`src/pss_pkg.sv`:
```
// Purpose: shared constants and types for the power state sequencer
// Assumes: 10 MHz system clock
// Notes:   times are held in their own unit and converted to cycles here
package pss_pkg;
	localparam int unsigned CLK_HZ           = 10_000_000;
	localparam int unsigned INIT_TIME_US     = 8000;
	localparam int unsigned INIT_CYCLES      = (INIT_TIME_US * (CLK_HZ / 1_000_000));
	localparam int unsigned RESET_TIME_US    = 20000;
	localparam int unsigned RESET_CYCLES     = (RESET_TIME_US * (CLK_HZ / 1_000_000));
	localparam int unsigned WDOG_TIME_US     = 128000;
	localparam int unsigned WDOG_CYCLES      = (WDOG_TIME_US * (CLK_HZ / 1_000_000));
	localparam int unsigned SLOT_TIME_US     = 2000;
	localparam int unsigned SLOT_CYCLES      = (SLOT_TIME_US * (CLK_HZ / 1_000_000));
	localparam int unsigned NUM_REGULATORS   = 8;
	localparam int unsigned TIMER_W          = 24;
	localparam int unsigned POWER_UP_MODE_SELECT_W           = 4;
	localparam logic [NUM_REGULATORS-1:0] REG_EN_RESET = 8'h00;
	localparam logic [POWER_UP_MODE_SELECT_W-1:0]         POWER_UP_MODE_SELECT_RESET   = 4'h0;

	// gray codes along backup -> off -> cold -> watchdog -> on
	typedef enum logic [2:0] {
		PSS_BACKUP   = 3'b000,
		PSS_OFF      = 3'b001,
		PSS_COLD     = 3'b011,
		PSS_WATCHDOG = 3'b010,
		PSS_ON       = 3'b110,
		PSS_EXTERNAL = 3'b111
	} pss_state_t;
endpackage

```
`src/pss_seq_if.sv`:
```
// Purpose: carries regulator sequencing handshake between top and sequencer
// Assumes: single clock domain
// Notes:   start is a one-cycle pulse, done a level
`timescale 1ns/100ps
`default_nettype none
interface pss_seq_if #(parameter int unsigned N = 8);
	logic         start;
	logic         clear;
	logic         done;
	logic [N-1:0] enables;
	modport ctrl (output start, output clear, input done, input enables);
	modport seq  (input start, input clear, output done, output enables);
endinterface
`default_nettype wire

```
`src/pss_top.sv`:
```
// Purpose: low power states and cold start of the power control state machine
// Assumes: analog comparators deliver levels; pins pass a two-flop synchroniser
// Notes:   reset outputs are open drain: oe high pulls the line low
// Contract
// - serial-bus control accepted only in watchdog, on and user off wait.
// - interrupt line held low outside watchdog and on.
// - enter coin-cell state on low battery without a power cut.
// - coin-cell rejects turn-on; exits to off once battery above undervoltage level.
// - both reset outputs low throughout coin-cell state.
// - backup supply below 0.9 V in coin-cell gives full logic reset; the logic only sets depleted, so defaults load at the next cold start.
// - after depletion, next turn-on restores every register bit default.
// - off is left only on a valid turn-on; the logic also leaves it for coin-cell on low battery without a power cut.
// - off ignores turn-on while battery below undervoltage level.
// - off keeps regulators disabled; only core logic and timekeeping powered.
// - no state timer runs in off.
// - both reset outputs low while in off.
// - cold start on turn-on, warm boot, power-cut recovery or silent restart.
// - first 8.0 ms of cold start is initialization, mode pins latched.
// - regulators enabled one after another after initialization.
// - both reset outputs low during cold start.
// - reset timer starts on entering cold start.
// - on reset timer expiry go to watchdog, release open-drain resets.
// - cold start ignores keep-alive and standby inputs.
// - watchdog timer runs in watchdog; expiry moves to on, keep-alive watched.
`timescale 1ns/100ps
`default_nettype none
module pss_top
	import pss_pkg::*;
#(
	parameter int unsigned INIT_COUNT  = INIT_CYCLES,
	parameter int unsigned RESET_COUNT = RESET_CYCLES,
	parameter int unsigned WDOG_COUNT  = WDOG_CYCLES,
	parameter int unsigned SLOT_COUNT  = SLOT_CYCLES
) (
	input  wire logic                      clk_sys,
	input  wire logic                      srst,
	input  wire logic                      battery_above_uv,
	input  wire logic                      backup_depleted,
	input  wire logic                      supply_interruption,
	input  wire logic                      turn_on_event,
	input  wire logic                      warm_boot_req,
	input  wire logic                      power_cut_recovered,
	input  wire logic                      silent_restart_req,
	input  wire logic                      watchdog_keepalive_input,
	input  wire logic                      standby_input,
	input  wire logic [POWER_UP_MODE_SELECT_W-1:0]         power_up_mode_select,
	input  wire logic                      user_off_wait_active,
	input  wire logic                      irq_pending,
	output var  logic                      irq_out,
	output var  logic                      bus_access_enable,
	output var  logic                      register_defaults_load,
	output var  logic                      core_logic_supply_en,
	output var  logic [NUM_REGULATORS-1:0] regulator_en,
	output var  logic [POWER_UP_MODE_SELECT_W-1:0]         latched_mode_select,
	output var  logic                      system_reset_out_n_oe,
	output var  logic                      processor_reset_out_n_oe,
	output var  logic                      keepalive_monitor_en,
	output var  logic                      keepalive_lost,
	output var  logic                      standby_seen,
	output var  logic [2:0]                power_state
);
	localparam int unsigned NIN = 9 + POWER_UP_MODE_SELECT_W;
	// edges until synchronised pin levels can be trusted after reset
	localparam logic [1:0]  SETTLE_DONE = 2'h2;

	logic [NIN-1:0]     pins_raw;
	logic [NIN-1:0]     pins;
	logic               s_batt_ok;
	logic               s_deplete;
	logic               s_supply_interruption;
	logic               s_turn_on;
	logic               s_warm;
	logic               s_supply_interruption_ok;
	logic               s_silent;
	logic               s_keep;
	logic               s_stby;
	logic [POWER_UP_MODE_SELECT_W-1:0]  s_power_up_mode_select;

	pss_state_t         state;
	pss_state_t         next_state;
	logic [TIMER_W-1:0] timer;
	logic [TIMER_W-1:0] next_timer;
	logic [TIMER_W-1:0] rst_timer;
	logic [TIMER_W-1:0] next_rst_timer;
	logic               init_done;
	logic               next_init_done;
	logic               depleted;
	logic               next_depleted;
	logic               defaults;
	logic               next_defaults;
	logic [POWER_UP_MODE_SELECT_W-1:0]  next_power_up_mode_select;
	logic               next_irq;
	logic               next_bus;
	logic               next_core;
	logic               next_sys_oe;
	logic               next_proc_oe;
	logic               next_ka_en;
	logic               next_ka_lost;
	logic               next_stby_seen;
	logic               cold_entry;
	logic [1:0]         settle;
	logic [1:0]         next_settle;

	pss_seq_if #(.N(NUM_REGULATORS)) sq ();

	assign pins_raw = {power_up_mode_select, standby_input, watchdog_keepalive_input,
		silent_restart_req, power_cut_recovered, warm_boot_req, turn_on_event,
		supply_interruption, backup_depleted, battery_above_uv};

	// every pin input except irq_pending and user_off_wait_active passes two flops before any logic reads it
	pss_sync #(.W(NIN)) u_sync (
		.clk_sys  (clk_sys),
		.srst     (srst),
		.async_in (pins_raw),
		.sync_out (pins)
	);

	// synchronised pin fields
	assign s_batt_ok = pins[0];
	assign s_deplete = pins[1];
	assign s_supply_interruption    = pins[2];
	assign s_turn_on = pins[3];
	assign s_warm    = pins[4];
	assign s_supply_interruption_ok = pins[5];
	assign s_silent  = pins[6];
	assign s_keep    = pins[7];
	assign s_stby    = pins[8];
	assign s_power_up_mode_select    = pins[NIN-1:9];

	pss_reg_seq #(.N(NUM_REGULATORS), .SLOT_COUNT(SLOT_COUNT)) u_seq (
		.clk_sys (clk_sys),
		.srst    (srst),
		.sq      (sq)
	);

	// synchroniser reset zeros are not real pin levels: hold state until flushed
	always_comb begin
		next_settle = settle;
		if (settle != SETTLE_DONE) begin
			next_settle = settle + 2'h1;
		end
	end

	always_ff @(posedge clk_sys) begin
		if (srst) begin
			settle <= 2'h0;
		end else begin
			settle <= next_settle;
		end
	end

	assign cold_entry   = (state != PSS_COLD) && (next_state == PSS_COLD);
	// supplies drop at once on the way into off or coin-cell
	assign sq.clear     = (next_state == PSS_OFF) || (next_state == PSS_BACKUP);
	// start pulse on the last initialization cycle
	assign sq.start     = (state == PSS_COLD) && !init_done &&
		(timer == TIMER_W'(INIT_COUNT - 1));
	assign regulator_en = sq.enables;
	assign power_state  = state;

	always_comb begin
		next_state     = state;
		next_timer     = timer;
		next_rst_timer = rst_timer;
		next_init_done = init_done;
		next_depleted  = depleted;
		next_defaults  = 1'b0;
		next_power_up_mode_select      = latched_mode_select;
		next_ka_lost   = 1'b0;
		next_stby_seen = 1'b0;
		unique case (state)
			PSS_BACKUP: begin
				next_timer = '0;
				if (s_deplete) begin
					next_depleted = 1'b1;
				end
				if (s_batt_ok) begin
					next_state = PSS_OFF;
				end
			end
			PSS_OFF: begin
				next_timer = '0;
				if (!s_batt_ok && !s_supply_interruption) begin
					next_state = PSS_BACKUP;
				end else if (s_turn_on && s_batt_ok) begin
					next_state = PSS_COLD;
				end
			end
			PSS_COLD: begin
				// keep-alive and standby are not looked at here
				if (!init_done) begin
					if (timer == TIMER_W'(INIT_COUNT - 1)) begin
						next_init_done = 1'b1;
						next_power_up_mode_select      = s_power_up_mode_select;
						next_timer     = '0;
					end else begin
						next_timer = timer + TIMER_W'(1);
					end
				end
				// reset timer runs apart from init; a short one cuts init
				if (rst_timer == TIMER_W'(RESET_COUNT - 1)) begin
					next_state = PSS_WATCHDOG;
					next_timer = '0;
				end else begin
					next_rst_timer = rst_timer + TIMER_W'(1);
				end
			end
			PSS_WATCHDOG: begin
				if (timer == TIMER_W'(WDOG_COUNT - 1)) begin
					next_state = PSS_ON;
					next_timer = '0;
				end else begin
					next_timer = timer + TIMER_W'(1);
				end
			end
			PSS_ON: begin
				next_ka_lost   = !s_keep;
				next_stby_seen = s_stby;
				if (s_silent || s_warm || s_supply_interruption_ok) begin
					next_state = PSS_COLD;
				end
			end
			PSS_EXTERNAL: begin
				if (s_warm || s_supply_interruption_ok || s_silent) begin
					next_state = PSS_COLD;
				end
			end
			default: begin
				next_state = PSS_OFF;
			end
		endcase
		// battery loss without a power cut overrides every state
		if (!s_batt_ok && !s_supply_interruption && state != PSS_BACKUP) begin
			next_state = PSS_BACKUP;
		end
		// pins still hold the synchroniser's reset zeros
		if (settle != SETTLE_DONE) begin
			next_state = state;
		end
		// pin reports only while staying in on
		if (next_state != PSS_ON) begin
			next_ka_lost   = 1'b0;
			next_stby_seen = 1'b0;
		end
		if (next_state == PSS_COLD && state != PSS_COLD) begin
			next_rst_timer = '0;
			next_timer     = '0;
			next_init_done = 1'b0;
			// defaults reload only after a depletion or after srst, which also sets depleted
			if (depleted) begin
				next_defaults = 1'b1;
				next_depleted = 1'b0;
			end
		end
		// outputs follow the state being entered
		next_irq     = irq_pending &&
			(next_state == PSS_WATCHDOG || next_state == PSS_ON);
		next_bus     = (next_state == PSS_WATCHDOG) || (next_state == PSS_ON) ||
			(next_state == PSS_EXTERNAL && user_off_wait_active);
		next_core    = (next_state != PSS_BACKUP);
		next_sys_oe  = !(next_state == PSS_WATCHDOG || next_state == PSS_ON);
		next_proc_oe = !(next_state == PSS_WATCHDOG || next_state == PSS_ON);
		next_ka_en   = (next_state == PSS_ON);
	end

	always_ff @(posedge clk_sys) begin
		if (srst) begin
			state                    <= PSS_OFF;
			timer                    <= '0;
			rst_timer                <= '0;
			init_done                <= 1'b0;
			depleted                 <= 1'b1;
			register_defaults_load   <= 1'b0;
			latched_mode_select      <= POWER_UP_MODE_SELECT_RESET;
			irq_out                  <= 1'b0;
			bus_access_enable        <= 1'b0;
			core_logic_supply_en     <= 1'b1;
			system_reset_out_n_oe    <= 1'b1;
			processor_reset_out_n_oe <= 1'b1;
			keepalive_monitor_en     <= 1'b0;
			keepalive_lost           <= 1'b0;
			standby_seen             <= 1'b0;
		end else begin
			state                    <= next_state;
			timer                    <= next_timer;
			rst_timer                <= next_rst_timer;
			init_done                <= next_init_done;
			depleted                 <= next_depleted;
			register_defaults_load   <= next_defaults;
			latched_mode_select      <= next_power_up_mode_select;
			irq_out                  <= next_irq;
			bus_access_enable        <= next_bus;
			core_logic_supply_en     <= next_core;
			system_reset_out_n_oe    <= next_sys_oe;
			processor_reset_out_n_oe <= next_proc_oe;
			keepalive_monitor_en     <= next_ka_en;
			keepalive_lost           <= next_ka_lost;
			standby_seen             <= next_stby_seen;
		end
	end
endmodule
`default_nettype wire

```
`src/pss_sync.sv`:
```
// Purpose: two-flop synchroniser for pin inputs
// Assumes: destination clock clk_sys
// Notes:   first stage read only by second stage
`timescale 1ns/100ps
`default_nettype none
module pss_sync #(
	parameter int unsigned W = 1
) (
	input  wire logic         clk_sys,
	input  wire logic         srst,
	input  wire logic [W-1:0] async_in,
	output var  logic [W-1:0] sync_out
);
	logic [W-1:0] stage1;
	logic [W-1:0] next_stage1;
	logic [W-1:0] next_sync_out;

	always_comb begin
		next_stage1   = async_in;
		next_sync_out = stage1;
	end

	always_ff @(posedge clk_sys) begin
		if (srst) begin
			stage1   <= '0;
			sync_out <= '0;
		end else begin
			stage1   <= next_stage1;
			sync_out <= next_sync_out;
		end
	end
endmodule
`default_nettype wire

```
`src/pss_reg_seq.sv`:
```
// Purpose: enables regulators one at a time, one slot apart
// Assumes: start pulse on the last initialization cycle
// Notes:   clear drops all enables at once
`timescale 1ns/100ps
`default_nettype none
module pss_reg_seq
	import pss_pkg::*;
#(
	parameter int unsigned N          = NUM_REGULATORS,
	parameter int unsigned SLOT_COUNT = SLOT_CYCLES
) (
	input  wire logic clk_sys,
	input  wire logic srst,
	pss_seq_if.seq    sq
);
	logic [N-1:0]       en;
	logic [N-1:0]       next_en;
	logic [TIMER_W-1:0] slot;
	logic [TIMER_W-1:0] next_slot;
	logic               run;
	logic               next_run;

	assign sq.enables = en;
	assign sq.done    = &en;

	always_comb begin
		next_en   = en;
		next_slot = slot;
		next_run  = run;
		if (sq.clear) begin
			next_en   = '0;
			next_slot = '0;
			next_run  = 1'b0;
		end else if (sq.start) begin
			next_run  = 1'b1;
			next_slot = '0;
		end else if (run && !(&en)) begin
			// one more supply per slot limits inrush
			if (slot == TIMER_W'(SLOT_COUNT - 1)) begin
				next_slot = '0;
				next_en   = {en[N-2:0], 1'b1};
			end else begin
				next_slot = slot + TIMER_W'(1);
			end
		end
	end

	always_ff @(posedge clk_sys) begin
		if (srst) begin
			en   <= REG_EN_RESET;
			slot <= '0;
			run  <= 1'b0;
		end else begin
			en   <= next_en;
			slot <= next_slot;
			run  <= next_run;
		end
	end
endmodule
`default_nettype wire

```
`config.mk`:
```
export PLATFORM = sky130hd
export DESIGN_NAME = pss_top
export DESIGN_NICKNAME = d
export VERILOG_FILES = /design/src/pss_pkg.sv /design/src/pss_seq_if.sv /design/src/pss_top.sv /design/src/pss_sync.sv /design/src/pss_reg_seq.sv
export SDC_FILE = /design/constraint.sdc
export NUM_CORES = 1
export LEC_CHECK = 0
export BUFFER_PORTS_ARGS = -buffer_cell sky130_fd_sc_hd__buf_2
export CAP_MARGIN = 5
export CORE_AREA = 2 2 131 133
export DETAILED_ROUTE_END_ITERATION = 7
export DIE_AREA = 0 0 133 135
export PLACE_DENSITY = 0.59
export SLEW_MARGIN = 10
export SYNTH_ARGS = -nofsm -noshare
export SYNTH_HDL_FRONTEND = slang
export SYNTH_HIERARCHICAL = 1
export SYNTH_SLANG_ARGS = --single-unit
export TNS_END_PERCENT = 1
```
`constraint.sdc`:
```
create_clock -name clk_sys -period 2.23 [get_ports clk_sys]
set_input_delay 0.223 -clock clk_sys [delete_from_list [all_inputs] [get_ports clk_sys]]
set_output_delay 0.223 -clock clk_sys [all_outputs]
set_load 0.01 [all_outputs]
```
==> metrics.yaml, run 1 <==
post_layout_nonfiller_instances: 934
clockRootBuffer: "clkbuf_16"
r2r_cells: 7
max_slew.worst_pin.slew_ns: 0.821
finalNetCount: 722
crit_arrival_ns: 2.58
worstHoldPathCells: 2
n_antenna_cell: 0
total_power_after_layout_mw: 5.35
clk_transition_reported_paths_ns: 0.06
setup_violations: 0
crit_path_time_final_ns: 2.22
path_max_fanout: 3
total_power_density_per_cell_area_nw_per_um2: 754
htree_num_levels: 4
vdd_drop_max_v: 0.000550
dp.final_hpwl_um: 8800
dr_total_vias: 4836
grt_start_max_net_pins: 36
finalHoldViolations: 0
die-height_um: 135
initial_core_util: 0.346
syn_area_sq_um: 5670
grt_pass1_vias: 4664
avgViaCountPerCell: 5.18
criticalPathCategory: "reg2reg"
n_fill_cell: 1596
yosys_warnings: 6
hold_removal_path_class: "in2reg"
final.setup_skew_ns: 0.00716
worst_setup_path_start_kind: "register"
power.leakage_nw: 2.54
final_cell_mix: "122 x dfxtp_1, 65 x nor2_1, 41 x nand2_1"
avgRoutedWirePerCell_um: 13.6
die_x_um: 133
period_utilisation_layout: 0.994
peak_freq_mhz: 451
placedCellCount: 896
grt_setup_unrepaired: "true"
ctsLongestPathBuffers: 2
overflow: 0
final_max_slew_viol_count: 0
count_of_buffers_from_port_buffering: 40
wirelength_um: 12700
cts.sinks: 126
finalWeightedCongestion: 0.853
placement.setup.worst_slack_ns: -0.00554
status: "completed"
global_route_wire_length_before_repair_um: 21600
worst_ep_required_time_ns: 2.59
synthCells: 626
syn_avg_cell_area_sq_um: 9.06
cap_viol_max_count: 0
dieArea_sq_um: 18000
relSlewSlack: 0.451
drt_pre_antenna_iters: 4
layout.cells.most_common: "dfxtp_1"
area_delta_synth_final_pct: 25.1
setup_buffers_after_cts: 0
insertion_delay_ns: 0.42
core_area_sq_um: 16400
post-route-drc-count: 0
fp-row-count: 47
tritoncts: "yes"
cp-end-kind: "register"
cts_inserted_buffers: 17
post_route_cells_drive_above_1_share: 0.220
antenna_found_initial: 0
syn-num-nets: 647
detailedRoute.firstIterationViolations: 210
fin_ws_ns: 0.0130
boundary_pins: 41
detail-route-antenna-nets: 0
grt.total_usage: 0.148
## report_power, final
part | internal, mW | switching (mW) | total, mW
Combinational | 0.127 | 0.153 | 0.281
Clock | 1.59 | 1.15 | 2.74
Sequential | 2.30 | 0.0254 | 2.33
## final cells by class
cell class / count / area, sq um / share of cell area
Clock inverter: 15 / 161 / 0.0228
Clock buffer: 17 / 425 / 0.0600
Timing Repair Buffer: 89 / 633 / 0.0892
Sequential cell: 126 / 2530 / 0.356
Inverter: 11 / 41.3 / 0.00582
Multi-Input combinational cell: 456 / 3030 / 0.427
Tap cell: 220 / 275 / 0.0388
## worst paths after layout
path	from	slack, ns	endpoint
setup / recovery	timer[14]	0.01	u_seq/slot[9]
hold / removal	turn_on_event	0.02	u_sync/next_sync_out[3]
setup reg to reg	timer[14]	0.01	u_seq/slot[9]
hold reg to reg	u_sync/sync_out[7]	0.38	keepalive_lost
## state kept, by name, summed over array words and instances (netlist names), 3 cells and up
register,flops
timer,24
u_sync/next_sync_out,13
u_seq/slot,24
u_sync/sync_out,13
rst_timer,24
u_seq/sq.enables,8
power_state,3
latched_mode_select,4
## routing by layer
metal  vias up  GRT usage  part of all wire
met1      2317      0.183              0.47
met4         0     0.0573             0.010
met5         -          0                 0
met2        80      0.244              0.48
li1       2429          -                 -
met3        10     0.0458             0.040
## worst max-delay path, stage by stage, from the launching register on
cell and delay [ns]:
dfxtp_1 0.32, nor4_2 0.33, and4_4 0.31, a41oi_4 0.11, a21o_2 0.25, or3_4 0.35, or4_1 0.40, nand3_1 0.09
## repair_timing
action,CTS,global route
pin swaps,0,2
endpoints found under the setup margin,6,72
gates cloned,0,0
hold buffers,6,0
hold endpoints to repair,6,0
resized for setup,2,20
## stage by stage
| stage | utilization | instance area [sq um] | hold slack (ns) | TNS, ns |
|---|---|---|---|---|
| after global placement | 0.386 | 6340 | 0.370 | 0 |
| after global routing | 0.432 | 7090 | 0.00210 | -0.149 |
| after floorplan | - | 5690 | 0.295 | -0.156 |
| after CTS | 0.427 | 7000 | 0.000595 | 0 |
| after detailed placement | 0.386 | 6340 | 0.372 | -0.00554 |
| final | 0.432 | 7090 | 0.0187 | 0 |
(Power assumes the default switching activity.)
==> run 2: changes to the inputs <==
- CORE_AREA: 2 2 131 133 -> 2 2 106 108
- DIE_AREA: 0 0 133 135 -> 0 0 108 110
- PLACE_DENSITY: 0.59 -> 0.81
==> metrics.yaml, run 2 (synthesis results as in run 1) <==
layout.cell_area.non_filler_sq_um: 7070  # was 7090 sq um
drt_pre_antenna_iters: 5  # was 4
hold_removal_path_class: "in2reg"  # unchanged
total_power_density_per_cell_area_nw_per_um2: 765  # was 754 nW/um^2
insertion_delay_ns: 0.53  # was 0.42 ns
period_utilisation_layout: 1.02  # was 0.994
n_fill_cell: 743  # was 1596
grt_setup_unrepaired: "true"  # unchanged
register_area_sq_um: 2530  # unchanged
wirelength_um: 15700  # was 12700 um
boundary_pins: 41  # unchanged
core_area_sq_um: 10700  # was 16400 sq um
dieArea_sq_um: 11900  # was 18000 sq um
fp-row-count: 38  # was 47
final.setup_skew_ns: 0.0142  # was 0.00716 ns
finalNetCount: 727  # was 722
die_x_um: 108  # was 133 um
layout.cells.most_common: "dfxtp_1"  # unchanged
violations: "setup timing"
htree_num_levels: 4  # unchanged
fin_ws_ns: -0.0381  # was 0.0130 ns
path_max_fanout: 4  # was 3
max_slew.worst_pin.slew_ns: 0.917  # was 0.821 ns
routed-wl-met2_um: 7720  # was 6060 um
grt_pass1_vias: 5003  # was 4664
placement.setup.worst_slack_ns: -0.0311  # was -0.00554 ns
criticalPathCategory: "reg2reg"  # unchanged
total_switching_power_mw: 1.32  # about the same
final_max_slew_viol_count: 0  # unchanged
initial_core_util: 0.530  # was 0.346
vdd_drop_max_v: 0.000575  # was 0.000550 V
cap_viol_max_count: 0  # unchanged
detailedRoute.firstIterationViolations: 351  # was 210
final_tns_setup_ns: -0.0764  # was 0 ns
status: "complete, but fails checks"  # was completed
antenna_found_initial: 0  # unchanged
area_delta_synth_final_pct: 24.7  # was 25.1%
wl_met3_um: 1310  # was 515 um
grt_start_max_net_pins: 27  # was 36
relSlewSlack: 0.387  # was 0.451
clockRootBuffer: "clkbuf_8"  # was clkbuf_16
avgRoutedWirePerCell_um: 18.4  # was 13.6 um
cp-end-kind: "register"  # unchanged
setup_violations: 3  # was 0
crit_arrival_ns: 2.67  # was 2.58 ns
worst_setup_path_start_kind: "register"  # unchanged
largest_registers: "rst_timer: 24 flops, timer: 24 flops, u_seq/slot: 24 flops"  # unchanged
tritoncts: "yes"  # unchanged
grt.total_usage: 0.260  # was 0.148
p_int_mw: 4.09  # was 4.02 mW
peak_freq_mhz: 441  # was 451 MHz
power_switching_share: 0.245  # was 0.248
post_route_cells_drive_above_1_share: 0.228  # was 0.220
multi_input_comb_area_sq_um: 3060  # was 3030 sq um
count_of_buffers_from_port_buffering: 40  # unchanged
dr.max_layer_used: "met4"  # unchanged
crit_path_time_final_ns: 2.27  # was 2.22 ns
ctsLongestPathBuffers: 2  # unchanged
dp.final_hpwl_um: 8380  # was 8800 um
global_route_wire_length_before_repair_um: 24200  # was 21600 um
post_dp_cell_area_sq_um: 6190  # was 6340 sq um
power.sequential.fraction: 0.431  # was 0.435
dr_total_vias: 5288  # was 4836
detail_route.wirelength.met1_um: 6000  # was 6020 um
cts_inserted_buffers: 17  # unchanged
cts.sinks: 126  # unchanged
finalHoldViolations: 0  # unchanged
clk_transition_reported_paths_ns: 0.07  # was 0.06 ns
detail-route-antenna-nets: 0  # unchanged
die-height_um: 110  # was 135 um
power.leakage_nw: 2.55  # was 2.54 nW
worst_ep_required_time_ns: 2.64  # was 2.59 ns
avgViaCountPerCell: 6.16  # was 5.18
overflow: 0  # unchanged
combinationalPowerShare: 0.061  # was 0.052
finalWeightedCongestion: 0.928  # was 0.853
n_antenna_cell: 0  # unchanged
post-route-drc-count: 0  # unchanged
final_cell_mix: "122 x dfxtp_1, 64 x nor2_1, 41 x nand2_1"  # was 122 x dfxtp_1, 65 x nor2_1, 41 x nand2_1
p_clk_frac: 0.508  # was 0.512
## run 2: cell count changes in the layout (fill, tap and decap cells not counted), moves of 3 or more
cell and change:
inv_8 -3, inv_6 -5, nor3_1 -3, nor3_2 +3, dlygate4sd3_1 +9, clkinv_4 +3, buf_4 -5
## run 2: final cells by class
cell class / count / area share
Clock inverter: 13 / 0.0219
Sequential cell: 126 / 0.357
Clock buffer: 18 / 0.0605
Timing Repair Buffer: 94 / 0.0973
Multi-Input combinational cell: 456 / 0.432
Inverter: 11 / 0.00584
Tap cell: 140 / 0.0248
## run 2: through the flow
stage,power (mW),hold slack [ns],utilization,cells
after floorplan,2.56,0.295,-,626
after global placement,2.64,0.369,0.578,809
after detailed placement,2.65,0.375,0.578,809
after CTS,5.36,0.0675,0.650,858
after global routing,5.54,0.145,0.661,858
final,5.41,0.109,0.661,858
## run 2: worst paths after layout
check                      from            endpoint  slack [ns]  cells after the start
max                rst_timer[7]   bus_access_enable       -0.04                      7
min                        srst  u_sync/sync_out[3]        0.11                      2
max reg2reg        rst_timer[7]   bus_access_enable       -0.04                      7
min reg2reg  u_sync/sync_out[7]      keepalive_lost        0.38                      1
## run 2: power by group through the flow
stage	registers, mW	logic (mW)	clock network [mW]
final	2.33	0.330	2.75
after global placement	2.37	0.263	0
after floorplan	2.37	0.184	0
after CTS	2.32	0.309	2.72
after global routing	2.33	0.358	2.85
after detailed placement	2.37	0.279	0
## run 2: repair_timing
action	in CTS	in global routing
endpoints found under the setup margin	24	79
gates resized for setup	2	27
hold buffers	15	0
buffers inserted	3	0
endpoints found under the hold margin	15	0
pin swaps	2	1
## run 2: critical path, cell delays in order, from the launching register on
cell and delay (ns):
dfxtp_1 0.34, nor4b_1 0.42, and3_1 0.31, a21o_1 0.17
o21bai_1 0.11, nor2_1 0.31, inv_1 0.13, a21oi_1 0.34
## run 2: routing by layer
metal / vias to the layer above / GRT usage
met4: 0 / 0.136
li1: 2436 / -
met2: 295 / 0.447
met1: 2486 / 0.299
met3: 71 / 0.0658
met5: - / 0
